===== src/adc_ctl_params.svh =====
// register map, field positions, reset values and timing counts of the converter control
`ifndef ADC_CTL_PARAMS_SVH
`define ADC_CTL_PARAMS_SVH

// ----------------------------------------------------------------------------
// register indices: byte address is four times the index
// ----------------------------------------------------------------------------
`define IDX_SAMPLE_CFG 8'haa
`define IDX_PIN_EN_LO 8'hab
`define IDX_PIN_EN_HI 8'hac
`define IDX_CTRL 8'had
`define IDX_RESULT_LO 8'hae
`define IDX_RESULT_HI 8'haf
`define IDX_IRQ_STATUS 8'hb0
`define IDX_IRQ_MASK 8'hb1
`define IDX_OPTION 8'hc2

// ----------------------------------------------------------------------------
// field positions and codes
// ----------------------------------------------------------------------------
`define CTRL_POWER 7
`define CTRL_START 6
`define CTRL_FLAG 5
`define SAMPLE_CFG_LONG 3
`define OPTION_REF 7
`define IRQ_DONE 0
`define IRQ_ABORT 1
`define CHSEL_LAST_PIN 5'h09
`define CHSEL_QUARTER 5'h1f

// ----------------------------------------------------------------------------
// reset values
// ----------------------------------------------------------------------------
`define CTRL_RESET 8'h00
`define SAMPLE_CFG_RESET 4'h0
`define PIN_EN_RESET 10'h000
`define IRQ_MASK_RESET 2'h0

// ----------------------------------------------------------------------------
// timing
// ----------------------------------------------------------------------------
`define CLK_MHZ 20
`define OSC_MHZ 24
`define CONV_TIME_NS 950
`define CONV_CYCLES ((`CONV_TIME_NS * `CLK_MHZ + 999) / 1000)
`define SAMPLE_SHORT 6
`define SAMPLE_LONG 36
`define CAPTURE_CYCLES 5
`define DIV_TABLE {6'd3, 6'd4, 6'd6, 6'd8, 6'd12, 6'd16, 6'd24, 6'd32}

`endif


===== src/adc_ctl_pkg.sv =====
// types shared by the converter control files
package adc_ctl_pkg;

    typedef enum logic [1:0] {ST_IDLE, ST_SAMPLE, ST_CONVERT, ST_CAPTURE} conv_state_t;

    typedef struct packed {
        logic cyc;
        logic stb;
        logic we;
        logic [9:0] adr;
        logic [3:0] sel;
        logic [31:0] dat;
    } wb_req_t;

    typedef struct packed {
        logic ack;
        logic [31:0] dat;
    } wb_rsp_t;

    typedef struct packed {
        logic power;
        logic ref_internal;
        logic sample;
        logic convert;
        logic vdd_quarter;
        logic [9:0] ain_sel;
        logic [9:0] pin_analog;
    } analog_ctrl_t;

    typedef struct packed {
        conv_state_t state;
        logic [5:0] cnt;
        logic power;
        logic flag;
        logic [4:0] chsel;
        logic long_sample;
        logic [2:0] div;
        logic [9:0] pin_en;
        logic ref_sel;
        logic opt_loaded;
        logic [11:0] result;
        logic [1:0] irq_status;
        logic [1:0] irq_mask;
        logic ack;
        logic [7:0] rdata;
    } ctl_state_t;

endpackage


===== src/conv_clock_divider.sv =====
// converter clock enable derived from the fast oscillator rate
`timescale 1ns/1ps
`include "adc_ctl_params.svh"

module conv_clock_divider (
    // clock and reset
    input wire logic clk,
    input wire logic resetn,
    // control
    input wire logic run,
    input wire logic [2:0] code,
    // converter clock enable
    output logic tick
);

    typedef struct packed {
        logic [9:0] acc;
        logic tick;
    } div_state_t;

    localparam logic [47:0] DIV_TABLE = `DIV_TABLE;

    div_state_t q;
    div_state_t n;
    logic [5:0] ratio;
    logic [9:0] thr;
    logic [9:0] sum;

    // ------------------------------------------------------------------------
    // fractional divider
    // ------------------------------------------------------------------------
    // the oscillator is faster than clk, so oscillator edges are accumulated:
    // each clk adds the oscillator rate, a tick fires per ratio*clk_rate units,
    // which keeps the converter rate tied to the oscillator only
    always_comb begin
        n = q;
        ratio = DIV_TABLE[{3'h0, code} * 6'd6 +: 6];
        thr = 10'(`CLK_MHZ) * {4'h0, ratio};
        sum = q.acc + 10'(`OSC_MHZ);
        n.tick = 1'b0;
        if (!run) begin
            n.acc = 10'h000;
        end else if (sum >= thr) begin
            n.acc = sum - thr;
            n.tick = 1'b1;
        end else begin
            n.acc = sum;
        end
    end

    always_ff @(posedge clk or negedge resetn) begin
        if (!resetn) begin
            q <= '0;
        end else begin
            q <= n;
        end
    end

    assign tick = q.tick;
endmodule


===== src/result_sync.sv =====
// three-stage synchroniser for the converter result bus
`timescale 1ns/1ps

module result_sync #(
    parameter int W = 12
) (
    // clock and reset
    input wire logic clk,
    input wire logic resetn,
    // asynchronous word and its settled copy
    input wire logic [W-1:0] d_async,
    output logic [W-1:0] d_sync
);

    typedef struct packed {
        logic [W-1:0] s1;
        logic [W-1:0] s2;
        logic [W-1:0] s3;
        logic [W-1:0] value;
    } sync_state_t;

    sync_state_t q;
    sync_state_t n;

    // ------------------------------------------------------------------------
    // stages
    // ------------------------------------------------------------------------
    // s1 feeds only s2; a word is taken once two later stages agree
    always_comb begin
        n = q;
        n.s1 = d_async;
        n.s2 = q.s1;
        n.s3 = q.s2;
        if (q.s2 == q.s3) begin
            n.value = q.s3;
        end
    end

    always_ff @(posedge clk or negedge resetn) begin
        if (!resetn) begin
            q <= '0;
        end else begin
            q <= n;
        end
    end

    assign d_sync = q.value;
endmodule


===== src/sar_adc_control.sv =====
// register interface, sequencing and analog steering of the 12-bit converter
`timescale 1ns/1ps
`include "adc_ctl_params.svh"

// Operation
// - 12-bit result, eleven selectable input channels
// - ten channels share pads with I/O
// - reference is supply or internal 2.4V
// - converter clock always from fast oscillator
// - control bit 7 powers converter
// - writing one to bit 6 starts
// - start clears flag, completion sets it
// - flag is interrupt request, software clears
// - codes 0 to 9 pick pin
// - codes 10 to 30 select nothing
// - code 31 selects quarter supply
// - sample 6 or 36 clocks, convert 950ns
// - divider code picks /32 down to /3
// - analog enable takes pin, drops pull-up
// - reference option loaded from strap default
module sar_adc_control (
    // clock and reset
    input wire logic clk,
    input wire logic resetn,
    // wishbone slave
    input wire adc_ctl_pkg::wb_req_t wb_i,
    output adc_ctl_pkg::wb_rsp_t wb_o,
    // analog macro
    output adc_ctl_pkg::analog_ctrl_t ana_o,
    input wire logic [11:0] conv_result_raw,
    // option strap and interrupts
    input wire logic ref_option_strap,
    output logic converter_irq_flag,
    output logic irq
);

    localparam logic [7:0] CTRL_RST = `CTRL_RESET;
    localparam logic [3:0] CFG_RST = `SAMPLE_CFG_RESET;
    localparam adc_ctl_pkg::ctl_state_t Q_RESET = '{
        state: adc_ctl_pkg::ST_IDLE,
        cnt: 6'h00,
        power: CTRL_RST[`CTRL_POWER],
        flag: CTRL_RST[`CTRL_FLAG],
        chsel: CTRL_RST[4:0],
        long_sample: CFG_RST[`SAMPLE_CFG_LONG],
        div: CFG_RST[2:0],
        pin_en: `PIN_EN_RESET,
        ref_sel: 1'b0,
        opt_loaded: 1'b0,
        result: 12'h000,
        irq_status: 2'h0,
        irq_mask: `IRQ_MASK_RESET,
        ack: 1'b0,
        rdata: 8'h00
    };
    localparam logic [5:0] CONV_LAST = 6'(`CONV_CYCLES - 1);
    localparam logic [5:0] CAP_LAST = 6'(`CAPTURE_CYCLES - 1);
    localparam logic [5:0] SHORT_LAST = 6'(`SAMPLE_SHORT - 1);
    localparam logic [5:0] LONG_LAST = 6'(`SAMPLE_LONG - 1);

    adc_ctl_pkg::ctl_state_t q;
    adc_ctl_pkg::ctl_state_t n;
    logic hit;
    logic wr;
    logic wr_ctrl;
    logic rd_ctrl;
    logic start;
    logic [7:0] idx;
    logic [7:0] wd;
    logic [7:0] rd;
    logic [5:0] sample_last;
    logic tick;
    logic [11:0] sync_result;

    // ------------------------------------------------------------------------
    // helpers
    // ------------------------------------------------------------------------
    conv_clock_divider u_div (
        .clk(clk),
        .resetn(resetn),
        .run(q.state == adc_ctl_pkg::ST_SAMPLE),
        .code(q.div),
        .tick(tick)
    );

    result_sync #(.W(12)) u_sync (
        .clk(clk),
        .resetn(resetn),
        .d_async(conv_result_raw),
        .d_sync(sync_result)
    );

    // ------------------------------------------------------------------------
    // bus decode
    // ------------------------------------------------------------------------
    // one wait state: ack rises the cycle after the strobe and drops after one
    always_comb begin
        hit = wb_i.cyc && wb_i.stb && !q.ack;
        idx = wb_i.adr[9:2];
        wd = wb_i.dat[7:0];
        wr = hit && wb_i.we && wb_i.sel[0];
        wr_ctrl = wr && (idx == `IDX_CTRL);
        rd_ctrl = hit && !wb_i.we && (idx == `IDX_CTRL);
        // a start with the power bit low in the same write is dropped
        start = wr_ctrl && wd[`CTRL_START] && wd[`CTRL_POWER];
        sample_last = q.long_sample ? LONG_LAST : SHORT_LAST;
        unique case (idx)
            `IDX_CTRL: rd = {q.power, 1'b0, q.flag, q.chsel};
            `IDX_SAMPLE_CFG: rd = {4'h0, q.long_sample, q.div};
            `IDX_PIN_EN_LO: rd = q.pin_en[7:0];
            `IDX_PIN_EN_HI: rd = {6'h00, q.pin_en[9:8]};
            `IDX_RESULT_LO: rd = q.result[7:0];
            `IDX_RESULT_HI: rd = {4'h0, q.result[11:8]};
            `IDX_IRQ_STATUS: rd = {6'h00, q.irq_status};
            `IDX_IRQ_MASK: rd = {6'h00, q.irq_mask};
            `IDX_OPTION: rd = {q.ref_sel, 7'h00};
            default: rd = 8'h00;
        endcase
    end

    // ------------------------------------------------------------------------
    // registers and sequencer
    // ------------------------------------------------------------------------
    always_comb begin
        n = q;
        n.ack = hit;
        if (hit) begin
            n.rdata = rd;
        end
        // reference default is caught once, after reset release
        if (!q.opt_loaded) begin
            n.opt_loaded = 1'b1;
            n.ref_sel = ref_option_strap;
        end
        if (wr) begin
            unique case (idx)
                `IDX_CTRL: begin
                    n.power = wd[`CTRL_POWER];
                    n.flag = wd[`CTRL_FLAG];
                    n.chsel = wd[4:0];
                end
                `IDX_SAMPLE_CFG: begin
                    n.long_sample = wd[`SAMPLE_CFG_LONG];
                    n.div = wd[2:0];
                end
                `IDX_PIN_EN_LO: n.pin_en[7:0] = wd;
                `IDX_PIN_EN_HI: n.pin_en[9:8] = wd[1:0];
                `IDX_IRQ_STATUS: n.irq_status = q.irq_status & ~wd[1:0];
                `IDX_IRQ_MASK: n.irq_mask = wd[1:0];
                `IDX_OPTION: n.ref_sel = wd[`OPTION_REF];
                default: n.rdata = n.rdata;
            endcase
        end
        // losing power mid-conversion discards it and raises the abort status; the flag takes bit 5 of that write
        if (!n.power && q.state != adc_ctl_pkg::ST_IDLE) begin
            n.state = adc_ctl_pkg::ST_IDLE;
            n.cnt = 6'h00;
            n.irq_status[`IRQ_ABORT] = 1'b1;
        end else begin
            unique case (q.state)
                adc_ctl_pkg::ST_IDLE: begin
                    // a start during a conversion is not taken
                    if (start) begin
                        n.state = adc_ctl_pkg::ST_SAMPLE;
                        n.cnt = 6'h00;
                        n.flag = 1'b0;
                    end
                end
                adc_ctl_pkg::ST_SAMPLE: begin
                    if (tick) begin
                        if (q.cnt == sample_last) begin
                            n.state = adc_ctl_pkg::ST_CONVERT;
                            n.cnt = 6'h00;
                        end else begin
                            n.cnt = q.cnt + 6'h01;
                        end
                    end
                end
                adc_ctl_pkg::ST_CONVERT: begin
                    if (q.cnt == CONV_LAST) begin
                        n.state = adc_ctl_pkg::ST_CAPTURE;
                        n.cnt = 6'h00;
                    end else begin
                        n.cnt = q.cnt + 6'h01;
                    end
                end
                adc_ctl_pkg::ST_CAPTURE: begin
                    // waits for the synchroniser to settle on the final word
                    if (q.cnt == CAP_LAST) begin
                        n.state = adc_ctl_pkg::ST_IDLE;
                        n.cnt = 6'h00;
                        n.result = sync_result;
                        n.flag = 1'b1;
                        n.irq_status[`IRQ_DONE] = 1'b1;
                    end else begin
                        n.cnt = q.cnt + 6'h01;
                    end
                end
            endcase
        end
    end

    always_ff @(posedge clk or negedge resetn) begin
        if (!resetn) begin
            q <= Q_RESET;
        end else begin
            q <= n;
        end
    end

    // ------------------------------------------------------------------------
    // outputs
    // ------------------------------------------------------------------------
    assign wb_o.ack = q.ack;
    assign wb_o.dat = {24'h000000, q.rdata};
    assign converter_irq_flag = q.flag;
    assign irq = |(q.irq_status & q.irq_mask);
    assign ana_o.power = q.power;
    assign ana_o.ref_internal = q.ref_sel;
    assign ana_o.sample = q.state == adc_ctl_pkg::ST_SAMPLE;
    assign ana_o.convert = q.state == adc_ctl_pkg::ST_CONVERT;
    // reserved codes match neither term, so no input is routed
    assign ana_o.vdd_quarter = q.chsel == `CHSEL_QUARTER;
    assign ana_o.pin_analog = q.pin_en;

    genvar g;
    generate
        for (g = 0; g < 10; g++) begin : g_pin
            assign ana_o.ain_sel[g] = q.chsel == 5'(g);
        end
    endgenerate
endmodule


===== config.mk =====
export PLATFORM = sky130hd
export DESIGN_NAME = sar_adc_control
export DESIGN_NICKNAME = d
export VERILOG_FILES = /design/src/adc_ctl_pkg.sv /design/src/conv_clock_divider.sv /design/src/result_sync.sv /design/src/sar_adc_control.sv
export VERILOG_INCLUDE_DIRS = /design/src /design/src/src
export SDC_FILE = /design/constraint.sdc
export NUM_CORES = 1
export LEC_CHECK = 0
export BUFFER_PORTS_ARGS = -buffer_cell sky130_fd_sc_hd__buf_2
export CORE_UTILIZATION = 59
export CTS_CLUSTER_DIAMETER = 30
export DETAILED_ROUTE_END_ITERATION = 7
export PLACE_DENSITY = 0.85
export SETUP_SLACK_MARGIN = 0.5
export SLEW_MARGIN = 10
export SYNTH_ARGS = -nofsm -noshare
export SYNTH_HDL_FRONTEND = slang
export SYNTH_SLANG_ARGS = --single-unit

===== constraint.sdc =====
create_clock -name clk -period 10.4 [get_ports clk]
set_input_delay 2.08 -clock clk [delete_from_list [all_inputs] [get_ports clk]]
set_output_delay 2.08 -clock clk [all_outputs]
set_load 0.02 [all_outputs]

=== Word-level counts from Yosys, hierarchy flattened ===
Index checks and enable logic that the tools add are counted.

* Input port bits: 64
* Latch bits: 0
* Flip-flop bits (word level): 115
* Memories kept: 0
* Output and inout bits: 60
* ROM bits: 0
* Bits in writable memories: 0
* Logic and storage cells: 124

* Mux-type cells: 34
* Add/subtract/negate cells: 3
* Bitwise gates (word level): 4
* Multipliers: 2
* Div/mod/pow operators: 0
* Reductions and logical operators: 25
* Shift-type cells: 1
* Equality and inequality tests: 31
* $lt $le $gt $ge: 1

{| class="wikitable"
|+ Operator list
! operator !! count
|-
| == test 8 bit, second input constant || 9
|-
| case mux 8 bit (9 select lines) || 1
|-
| indexed part select 48 x 7 -> 6 bit, first input constant || 1
|-
| 2-to-1 mux 8 bit || 4
|-
| case mux 8 bit (4 select lines) || 1
|-
| 2-to-1 mux 6 bit || 4
|-
| 2-to-1 mux 22 bit || 1
|-
| == test 5 x 3 -> 1 bit, second input constant || 4
|-
| 2-to-1 mux 10 bit || 2
|-
| 2-to-1 mux 2 bit || 7
|-
| AND reduction 2 bit || 7
|-
| == test 12 bit || 1
|-
| inequality test 3 bit, second input constant || 4
|-
| adder 10 x 5 -> 10 bit, second input constant || 1
|-
| == test 5 x 2 -> 1 bit, second input constant || 2
|-
| == test 5 x 4 -> 1 bit, second input constant || 2
|-
| greater-or-equal comparator 10 bit || 1
|-
| 2-to-1 mux 1 bit || 10
|-
| subtractor 10 bit || 1
|-
| logical AND 1 bit || 8
|-
| multiplier 3 x 6 -> 8 bit, first input constant || 1
|-
| 2-to-1 mux 4 bit || 2
|-
| 2-to-1 mux 7 bit || 1
|-
| adder 6 x 1 -> 6 bit, second input constant || 1
|-
| other kinds (20) || 25
|}

=== Longest topological paths before layout ===
Gate-level depths: netlist (run 1).

* Depth in word-level cells: 10
* Depth in mapped cells: 20
* Mapped depth without buffers: 18

=== By module ===
A second synthesis (run 1) with hierarchy kept.

* Cell total of the unflattened synthesis: 522
* Area total of the unflattened synthesis: 6037.0 µm²

{| class="wikitable"
|+ Modules (own cells, without submodules)
! module !! times used !! cells an instance !! area each (µm²) !! seq. area each (µm²)
|-
| sar_adc_control || 1 || 313 || 3428.3 || 1401.3
|-
| result_sync || 1 || 89 || 1566.5 || 1201.2
|-
| conv_clock_divider || 1 || 120 || 1042.2 || 225.2
|}

=== Worst setup path after synthesis (run 1) ===
No wires, ideal clock.

* Kind: input to register
* From: in wb_i[39] in the netlist's numbering
* To: reg q[15] in the netlist's numbering
* Arrival time: 4.127 ns
* Stages on the path: 9
* Setup time: 0.125 ns
* Data required time: 10.275 ns
* Buffers on the path: 3
* Setup slack: 6.148 ns
* Path through: buf_6 nand4b_1 nor4_4 mux2i_1 and2_1 buf_6 nor3_4 buf_6 mux2_4

* Longest elaborated chain between the ends: 7

{| class="wikitable"
|+ RTL lines
! item !! RTL line !! source
|-
| from (decl) || sar_adc_control.sv:26 || <nowiki>input wire adc_ctl_pkg::wb_req_t wb_i,</nowiki>
|-
| == test 8 bit || sar_adc_control.sv:136 || <nowiki>unique case (idx)</nowiki>
|-
| 2-to-1 mux 7 bit || sar_adc_control.sv:136 ||
|-
| 2-to-1 mux 22 bit || sar_adc_control.sv:135 || <nowiki>if (wr) begin</nowiki>
|-
| logical NOT 1 bit || sar_adc_control.sv:155 || <nowiki>if (!n.power && q.state != adc_ctl_pkg::ST_IDLE) begin</nowiki>
|-
| logical AND 1 bit || sar_adc_control.sv:155 ||
|-
| NOT 1 bit (no line) || -- ||
|-
| AND reduction 3 bit (no line) || -- ||
|-
| to (signal assigned) || sar_adc_control.sv:207 || <nowiki>q <= n;</nowiki>
|-
| to (decl) || sar_adc_control.sv:61 || <nowiki>adc_ctl_pkg::ctl_state_t q;</nowiki>
|}

Every way passes these cells.
A chain may end at the register's enable or synchronous reset.

=== Worst setup path after layout (run 1) ===
* From: in wb_i[47] in the netlist's numbering
* To: reg q[24] in the netlist's numbering

* Longest elaborated chain between the ends: 9

{| class="wikitable"
|+ RTL lines
! item !! RTL line !! source
|-
| logical AND 1 bit (2 in a row) || sar_adc_control.sv:98 || <nowiki>hit = wb_i.cyc && wb_i.stb && !q.ack;</nowiki>
|-
| logical AND 1 bit (2 in a row) || sar_adc_control.sv:101 || <nowiki>wr = hit && wb_i.we && wb_i.sel[0];</nowiki>
|-
| 2-to-1 mux 22 bit || sar_adc_control.sv:135 ||
|-
| logical NOT 1 bit || sar_adc_control.sv:155 ||
|-
| logical AND 1 bit || sar_adc_control.sv:155 ||
|-
| NOT 1 bit (no line) || -- ||
|-
| AND reduction 3 bit (no line) || -- ||
|}

Every way passes these cells.

==> flow_metrics.env, run 1 <==
export IMPL_powerDensity_nw_per_um2=193
export IMPL_fp_dieW_um=102
export IMPL_dr_wl_met2_um=6520
export IMPL_cp_max_fo=13
export IMPL_fp_dieH_um=102
export IMPL_yosys_most_used_dff="dfrtp_1"
export IMPL_clock_skew_ns=0.00418
export IMPL_viasPerCell=5.70
export IMPL_clk_latency_ns=0.52
export IMPL_wl_met3_um=509
export IMPL_fin_crit_sh=0.472
export IMPL_ctsResizeCount=0
export IMPL_syn_avg_cell_area_sq_um=11.4
export IMPL_worst_slew_pin_slew_ns=0.948
export IMPL_wl_met1_um=4790
export IMPL_post_synth_num_cell_types=60
export IMPL_seq_area_frac_synth=0.483
export IMPL_hold_path_class="reg2reg"
export IMPL_dp_cells=678
export IMPL_required_ns=10.80
export IMPL_io_buffers=70
export IMPL_synth_top_cell_area_share=0.483
export IMPL_dieArea_sq_um=10300
export IMPL_initial_core_util=0.622
export IMPL_post_dp_cell_area_sq_um=6060
export IMPL_stdcell_area_sq_um=6670
export IMPL_cts_root_buffer="clkbuf_8"
export IMPL_grtUsageTotal=0.255
export IMPL_antenna_found_initial=0
export IMPL_drc=0
export IMPL_final_common_cell="dfrtp_1"
export IMPL_timing_final_crit_period_ns=4.91
export IMPL_path_class="in2reg"
export IMPL_finalSetupTns_ns=0
export IMPL_setup_viol=0
export IMPL_grt_pass1_wl_um=19500
export IMPL_synth_cells=512
export IMPL_synth_edff_count=0
export IMPL_final_instance_count_excl_fill=710
export IMPL_hpwl_um=8540
export IMPL_yosys_top_cells_area="dfrtp_1 48%, mux2_2 7.9%, buf_4 5.9%"
export IMPL_grt_remaining_overflow=0
export IMPL_htreeDepth=4
export IMPL_nFillCells=667
export IMPL_grt_pass1_vias=4076
export IMPL_syn2layout_area_growth_pct=14.0
export IMPL_grt_max_degree=62
export IMPL_power_mw=1.29
export IMPL_final_core_util=0.708
export IMPL_wl_per_cell_um=17.1
export IMPL_crit_path_start_kind="primary input"
export IMPL_rows=35
export IMPL_synth_seq_cells=113
export IMPL_syn_area_sq_um=5850
export IMPL_status="finished clean"
export IMPL_yosysTopAreaCell="dfrtp_1"
export IMPL_mostFrequentLayoutCells="113 x dfrtp_1, 69 x buf_2, 41 x mux2_2"
export IMPL_hold_violations=0
export IMPL_maxUsedRoutingLayer="met4"
export IMPL_final_layout_size_suffix_gt1_frac=0.282
export IMPL_relSlewSlack=0.363
export IMPL_gp_congestion=0.917
export IMPL_io_pins=124
export IMPL_post_cts_buffers=0
export IMPL_vias=4045
export IMPL_ant_nets=0
export IMPL_power_leakage_nw=3.34
export IMPL_drv_cap=0
export IMPL_hold_buffers=0
export IMPL_clkTransAtPathRegs_ns=0.06
export IMPL_drtIter0Drc=240
export IMPL_cts_tree="yes"
export IMPL_rsz0062_at_grt="false"
export IMPL_async_flop_share=1.00
export IMPL_final_max_slew_violation_count=0
export IMPL_cts_buffer_depth=2
export IMPL_routed_wl_um=12200
export IMPL_ys_warnings_count=0
export IMPL_maxClockFrequency_ghz=0.204
export IMPL_numCtsBuffers=17
export IMPL_dr_pass1_iters=6
export IMPL_coreArea_sq_um=9420
export IMPL_cp_end_kind="flip-flop"
export IMPL_fin_nets=657
export IMPL_arrival_ns=5.31
export IMPL_peakVddDrop_v=0.000127
export IMPL_cts_num_sinks=113
export IMPL_n_antenna_cell=0
## stage by stage
step	hold WS (ns)	setup WS, ns
final	0.350	5.49
after global routing	0.357	5.29
after CTS	0.355	5.50
after detailed placement	0.337	4.98
after global placement	0.332	5.13
after floorplan	0.331	6.15
## metal layers
metal	vias to the layer above	global-route usage
li1	1853	-
met1	2020	0.285
met2	142	0.453
met3	30	0.0545
met4	0	0.137
met5	-	0
## power breakdown
part | switching [mW] | internal, mW | total [mW]
sequential | 0.0135 | 0.456 | 0.469
clock | 0.234 | 0.354 | 0.588
combinational | 0.139 | 0.0886 | 0.228
total | 0.387 | 0.898 | 1.29
## registers in the layout, summed over array words and instances (netlist names)
signal	cells
wb_o	9
u_sync.q	12
converter_irq_flag	1
u_sync.n	24
ana_o	12
u_div.tick	1
u_div.q	8
u_sync.d_sync	12
q	34
## logic make-up after synthesis
logic type / after synthesis / synth area share
AO/OA/AOI/OAI: 70 / 0.0870
XOR/XNOR: 27 / 0.0404
adder cells (fa/ha/maj): 25 / 0.0547
buffers and inverters: 82 / 0.0861
flip-flops: 113 / 0.483
multiplexers: 62 / 0.127
other: 2 / 0.00128
AND/OR/NAND/NOR: 131 / 0.121
## final cells by class
cell class | instances | area, sq um | share of cell area
Inverter | 25 | 93.8 | 0.0141
Sequential cell | 113 | 2830 | 0.424
Clock inverter | 15 | 186 | 0.0279
Tap cell | 129 | 161 | 0.0242
Multi-Input combinational cell | 340 | 2630 | 0.394
Timing Repair Buffer | 71 | 360 | 0.0540
Clock buffer | 17 | 414 | 0.0621
## worst max-delay path, cell delays in order
cell      delay, ns
buf_2          0.08
nand3b_1       0.43
nor4_4         0.89
mux2i_1        0.33
and2_1         0.33
nor3_4         0.73
mux2_2         0.42
## cell usage after synthesis (all sizes together) (8+ instances only)
master / count
dfrtp: 113
buf: 51
mux2: 50
nor2: 37
nand2: 27
ha: 24
inv: 24
xor2: 17
o21ai: 16
nand3: 11
nor3: 11
mux2i: 10
xnor2: 10
nor4: 8
## path summary, 6_finish.rpt
path / start / end / slack [ns] / cells past startpoint
max reg2reg: q[37]$_DFFE_PN0P_ / u_div.q[10]$_DFF_PN0_ / 5.96 / 13
min reg2reg: u_sync.n[25]$_DFF_PN0_ / u_sync.n[13]$_DFF_PN0_ / 0.35 / 0
max in group asynchronous: resetn / u_sync.d_sync[11]$_DFFE_PN0N_ / 7.57 / 2
min: u_sync.n[25]$_DFF_PN0_ / u_sync.n[13]$_DFF_PN0_ / 0.35 / 0
max: wb_i[47] / q[24]$_DFFE_PN0P_ / 5.49 / 7
min in group asynchronous: resetn / u_div.q[9]$_DFF_PN0_ / 1.60 / 1
(Power assumes the default switching activity.)
==> run 2: changes to the inputs <==
Settings changed: CORE_UTILIZATION 59 to 50, PLACE_DENSITY 0.85 to 0.77.
Clock period 10.4 ns to 4.05 ns, I/O delays scaled along.
==> run 2 against run 1 <==
Compared with the run above: register-to-register slack worse by 5.5 ns; cell area is 4.2% higher; sequential share of layout area fell by 1.7 points; routed wire length rose by 4.4%; core utilization down 10 points; sequential power rose to 2.6 times the previous value; worst hold slack got worse by 0.0048 ns; critical path type is now reg2reg; highest routed layer unchanged.
==> flow_metrics.env, run 2 (same netlist as run 1, synthesis figures left out) <==
export IMPL_grt_max_degree=66
export IMPL_r2r_slack_ns=0.47
export IMPL_drc=0
export IMPL_status="finished clean"
export IMPL_grt_pass1_vias=4181
export IMPL_final_layout_size_suffix_gt1_frac=0.338
export IMPL_critPathTopFamily="adder cells"
export IMPL_fin_nets=677
export IMPL_cp_depth=16
export IMPL_largest_reg_flops=34
export IMPL_power_mw=3.32
export IMPL_coreArea_sq_um=11400
export IMPL_worstRegToRegCells=16
export IMPL_htreeDepth=4
export IMPL_cts_buffer_depth=2
export IMPL_timing_final_crit_period_ns=3.58
export IMPL_dr_pass1_iters=5
export IMPL_routed_wl_um=12700
export IMPL_whs_path_depth=0
export IMPL_drv_cap=0
export IMPL_final_common_cell="dfrtp_1"
export IMPL_path_buf_inv=4
export IMPL_cp_max_fo=5
export IMPL_cts_num_sinks=113
export IMPL_ant_nets=0
export IMPL_antenna_found_initial=0
export IMPL_path_common_cell="ha_4"
export IMPL_hpwl_um=8830
export IMPL_viasPerCell=5.47
export IMPL_numCtsBuffers=17
export IMPL_grtUsageTotal=0.230
export IMPL_clkTransAtPathRegs_ns=0.06
export IMPL_io_buffers=70
export IMPL_nFillCells=906
export IMPL_clk_latency_ns=0.41
export IMPL_drtIter0Drc=276
export IMPL_initial_core_util=0.513
export IMPL_relSlewSlack=0.337
export IMPL_dieArea_sq_um=12100
export IMPL_critical_path_cell_chain="buf_6 -> ha_4 -> mux2_4 -> ha_4 -> ha_4 -> inv_4 -> fa_1 -> ha_4 -> buf_4 -> o21ai_2 -> nand2b_1 -> a21boi_4 -> o41ai_4 -> buf_4 -> mux2i_1 -> nor2_1"
export IMPL_crit_slowest_cell="dfrtp_2"
export IMPL_hold_path_class="reg2reg"
export IMPL_hold_buffers=0
export IMPL_peakVddDrop_v=0.000373
export IMPL_setup_ws_ns=0.466
export IMPL_required_ns=4.34
export IMPL_gp_congestion=0.923
export IMPL_grt_pass1_wl_um=20700
export IMPL_slowest_delay_ns=0.45
export IMPL_path_class="reg2reg"
export IMPL_rows=39
export IMPL_cts_root_buffer="clkbuf_16"
export IMPL_clock_skew_ns=0.00543
export IMPL_n_antenna_cell=0
export IMPL_cp_end_kind="flip-flop"
export IMPL_io_pins=124
export IMPL_powerDensity_nw_per_um2=478
export IMPL_crit_path_start_kind="flip-flop"
export IMPL_wl_per_cell_um=17.1
export IMPL_fp_dieW_um=110
export IMPL_dp_slack_ns=0.314
export IMPL_final_max_slew_violation_count=0
export IMPL_vias=4066
export IMPL_fp_dieH_um=110
export IMPL_hold_violations=0
export IMPL_syn2layout_area_growth_pct=18.7
export IMPL_mostFrequentLayoutCells="112 x dfrtp_1, 70 x buf_2, 40 x mux2_2"
export IMPL_cts_tree="yes"
export IMPL_whs_ns=0.346
export IMPL_rsz0062_at_grt="true"
export IMPL_setup_viol=0
export IMPL_fin_crit_sh=0.885
export IMPL_arrival_ns=3.87
export IMPL_maxClockFrequency_ghz=0.279
export IMPL_finalSetupTns_ns=0
export IMPL_grt_remaining_overflow=0
export IMPL_power_leakage_nw=3.41
export IMPL_regMostFlops="q"
export IMPL_worst_slew_pin_slew_ns=0.986
export IMPL_dp_cells=698
export IMPL_final_instance_count_excl_fill=744
## run 2: report_power, final
group	leakage [nW]	switching [mW]	total, mW	internal, mW
sequential	1.47	0.0347	1.21	1.17
combinational	1.66	0.423	0.706	0.283
clock	0.271	0.542	1.41	0.868
total	3.41	1.00	3.32	2.32
## run 2: worst paths after layout
| path | from | to |
|---|---|---|
| worst max-delay path | q[37]$_DFFE_PN0P_ | u_div.q[7]$_DFF_PN0_ |
| worst min-delay path | u_sync.n[28]$_DFF_PN0_ | u_sync.n[16]$_DFF_PN0_ |
| worst max register to register | q[37]$_DFFE_PN0P_ | u_div.q[7]$_DFF_PN0_ |
| worst min register to register | u_sync.n[28]$_DFF_PN0_ | u_sync.n[16]$_DFF_PN0_ |
| max in group asynchronous | resetn | q[37]$_DFFE_PN0P_ |
| min in group asynchronous | resetn | u_div.q[9]$_DFF_PN0_ |
## run 2: layer usage
layer | global-route usage | wire length, um | up-vias | part of all wire
li1 | - | - | 1895 | -
met1 | 0.269 | 5100 | 2030 | 0.40
met2 | 0.405 | 6770 | 111 | 0.53
met3 | 0.0594 | 498 | 30 | 0.039
met4 | 0.0883 | 336 | 0 | 0.026
met5 | 0 | 0 | - | 0
## run 2: final cells by class
type | instances | area (sq um) | area share
flip-flops and latches | 113 | 2830 | 0.407
multi-input cells | 340 | 2760 | 0.397
repair buffers | 91 | 512 | 0.0736
clock buffers | 19 | 443 | 0.0637
well taps | 143 | 179 | 0.0257
clock inverters | 13 | 128 | 0.0184
inverters | 25 | 98.8 | 0.0142
## run 2: timing repair
action,in CTS,in global routing
resized for setup,13,14
setup endpoints to repair,9,8
buffers inserted,3,10
pin swaps,5,12
cloned,1,0
## run 2: stage by stage
stage               utilization  area, sq um
finish                    0.609         6950
global placement          0.538         6140
global route              0.609         6950
floorplan                     -         5980
detailed placement        0.538         6140
CTS                       0.596         6810
## run 2: worst register-to-register path, stage by stage, from the launching register on
cell      delay, ns
dfrtp_2        0.45
buf_6          0.14
ha_4           0.16
mux2_4         0.31
ha_4           0.17
ha_4           0.16
inv_4          0.05
fa_1           0.42
ha_4           0.20
buf_4          0.14
o21ai_2        0.14
nand2b_1       0.10
a21boi_4       0.16
o41ai_4        0.40
buf_4          0.22
mux2i_1        0.20
nor2_1         0.06
==> run 3: changes to the inputs <==
Settings changed: MAX_ROUTING_LAYER from default to met4.
==> run 3 against run 2 <==
Compared with the run above: combinational power fell by 3.1%; power grew 0.81%; clock power is 4% higher; final cell count decreased by 0.81%; global-route usage down 0.19 points; first-iteration DRC count down 1.8%; sequential share of layout area grew 0.11 points; via count down 0.32%; clock-buffer cell count unchanged; register-to-register slack gained 0.096 ns; routed wire length fell by 2.0%; critical endpoint unchanged; worst hold slack lost 0.0011 ns.
==> flow_metrics.env, run 3 (same netlist as run 1, synthesis figures left out) <==
export IMPL_setup_viol=0
export IMPL_grt_remaining_overflow=0
export IMPL_drtIter0Drc=271
export IMPL_dp_slack_ns=0.337
export IMPL_fin_nets=672
export IMPL_powerDensity_nw_per_um2=483
export IMPL_hold_buffers=0
export IMPL_critical_path_cell_chain="inv_2 -> ha_4 -> mux2_4 -> ha_4 -> inv_2 -> fa_2 -> ha_4 -> o21ai_2 -> nand2b_1 -> a21boi_4 -> o41ai_4 -> buf_6 -> mux2i_2 -> nor2_1"
export IMPL_vias=4053
export IMPL_critPathTopFamily="adder cells"
export IMPL_grtUsageTotal=0.228
export IMPL_dr_pass1_iters=5
export IMPL_gp_congestion=0.899
export IMPL_timing_final_crit_period_ns=3.49
export IMPL_grt_pass1_vias=4034
export IMPL_drc=0
export IMPL_fp_dieH_um=110
export IMPL_required_ns=4.34
export IMPL_routed_wl_um=12500
export IMPL_rows=39
export IMPL_setup_ws_ns=0.562
export IMPL_path_buf_inv=3
export IMPL_relSlewSlack=0.351
export IMPL_cts_root_buffer="clkbuf_16"
export IMPL_dieArea_sq_um=12100
export IMPL_clock_skew_ns=0.00735
export IMPL_hold_path_class="reg2reg"
export IMPL_arrival_ns=3.77
export IMPL_power_leakage_nw=3.39
export IMPL_cts_buffer_depth=2
export IMPL_syn2layout_area_growth_pct=18.4
export IMPL_ant_nets=0
export IMPL_drv_cap=0
export IMPL_htreeDepth=4
export IMPL_hpwl_um=8920
export IMPL_wl_per_cell_um=16.9
export IMPL_final_core_util=0.607
export IMPL_path_common_cell="ha_4"
export IMPL_cp_end_kind="flip-flop"
export IMPL_crit_slowest_cell="fa_2"
export IMPL_final_common_cell="dfrtp_1"
export IMPL_cts_tree="yes"
export IMPL_finalSetupTns_ns=0
export IMPL_coreArea_sq_um=11400
export IMPL_cp_max_fo=8
export IMPL_fin_crit_sh=0.861
export IMPL_final_instance_count_excl_fill=738
export IMPL_slowest_delay_ns=0.58
export IMPL_crit_path_start_kind="flip-flop"
export IMPL_n_antenna_cell=0
export IMPL_cts_num_sinks=113
export IMPL_mostFrequentLayoutCells="113 x dfrtp_1, 69 x buf_2, 40 x mux2_2"
export IMPL_worst_slew_pin_slew_ns=0.966
export IMPL_path_class="reg2reg"
export IMPL_clkTransAtPathRegs_ns=0.05
export IMPL_numCtsBuffers=17
export IMPL_final_layout_size_suffix_gt1_frac=0.334
export IMPL_final_max_slew_violation_count=0
export IMPL_regMostFlops="q"
export IMPL_status="finished clean"
export IMPL_maxClockFrequency_ghz=0.287
export IMPL_hold_violations=0
export IMPL_antenna_found_initial=0
export IMPL_io_buffers=70
export IMPL_initial_core_util=0.513
export IMPL_viasPerCell=5.49
export IMPL_rsz0062_at_grt="true"
export IMPL_largest_reg_flops=34
export IMPL_dp_cells=699
export IMPL_peakVddDrop_v=0.000441
export IMPL_grt_max_degree=70
export IMPL_grt_pass1_wl_um=19900
export IMPL_fp_dieW_um=110
export IMPL_clk_latency_ns=0.41
export IMPL_io_pins=124
## run 3: path summary, 6_finish.rpt
path / startpoint / end / slack (ns) / cells past startpoint
min reg2reg: u_sync.n[35]$_DFF_PN0_ / u_sync.n[23]$_DFF_PN0_ / 0.34 / 0
max reg2reg: q[37]$_DFFE_PN0P_ / u_div.q[7]$_DFF_PN0_ / 0.56 / 14
max: q[37]$_DFFE_PN0P_ / u_div.q[7]$_DFF_PN0_ / 0.56 / 14
min: u_sync.n[35]$_DFF_PN0_ / u_sync.n[23]$_DFF_PN0_ / 0.34 / 0
max in group asynchronous: resetn / u_sync.n[31]$_DFF_PN0_ / 2.70 / 2
min in group asynchronous: resetn / u_div.q[8]$_DFF_PN0_ / 0.52 / 1
## run 3: what timing repair did
action,4_1_cts,5_1_grt
buffers inserted,2,6
setup endpoints to repair,9,9
pin swaps,1,13
hold endpoints to repair,0,0
resized for setup,0,27
cloned,0,0
## run 3: per-stage QoR
| stage | total power, mW | cell area (sq um) | hold WS [ns] |
|---|---|---|---|
| 3_5_place_dp | 1.85 | 6150 | 0.335 |
| 6_report | 3.35 | 6930 | 0.345 |
| 5_1_grt | 3.49 | 6930 | 0.352 |
| 3_3_place_gp | 1.84 | 6150 | 0.332 |
| 2_1_floorplan | 1.72 | 5980 | 0.331 |
| 4_1_cts | 3.31 | 6750 | 0.347 |
## run 3: area by class of cell
cell class / instances / area, sq um
Inverter: 25 / 96.3
Timing Repair Buffer: 86 / 480
Multi-Input combinational cell: 340 / 2760
Sequential cell: 113 / 2830
Tap cell: 143 / 179
Fill cell: 920 / 4490
Clock buffer: 19 / 453
Clock inverter: 12 / 135
## run 3: layer usage
| metal | part of all wire | track usage | vias to the layer above |
|---|---|---|---|
| met4 | 0.027 | 0.102 | 0 |
| met2 | 0.53 | 0.392 | 120 |
| met3 | 0.043 | 0.0547 | 28 |
| met1 | 0.40 | 0.252 | 2032 |
| met5 | 0 | - | - |
| li1 | - | - | 1873 |
## run 3: report_power, final
group,internal (mW),switching (mW)
registers,1.17,0.0364
clock network,0.935,0.522
logic,0.265,0.419
total,2.37,0.978
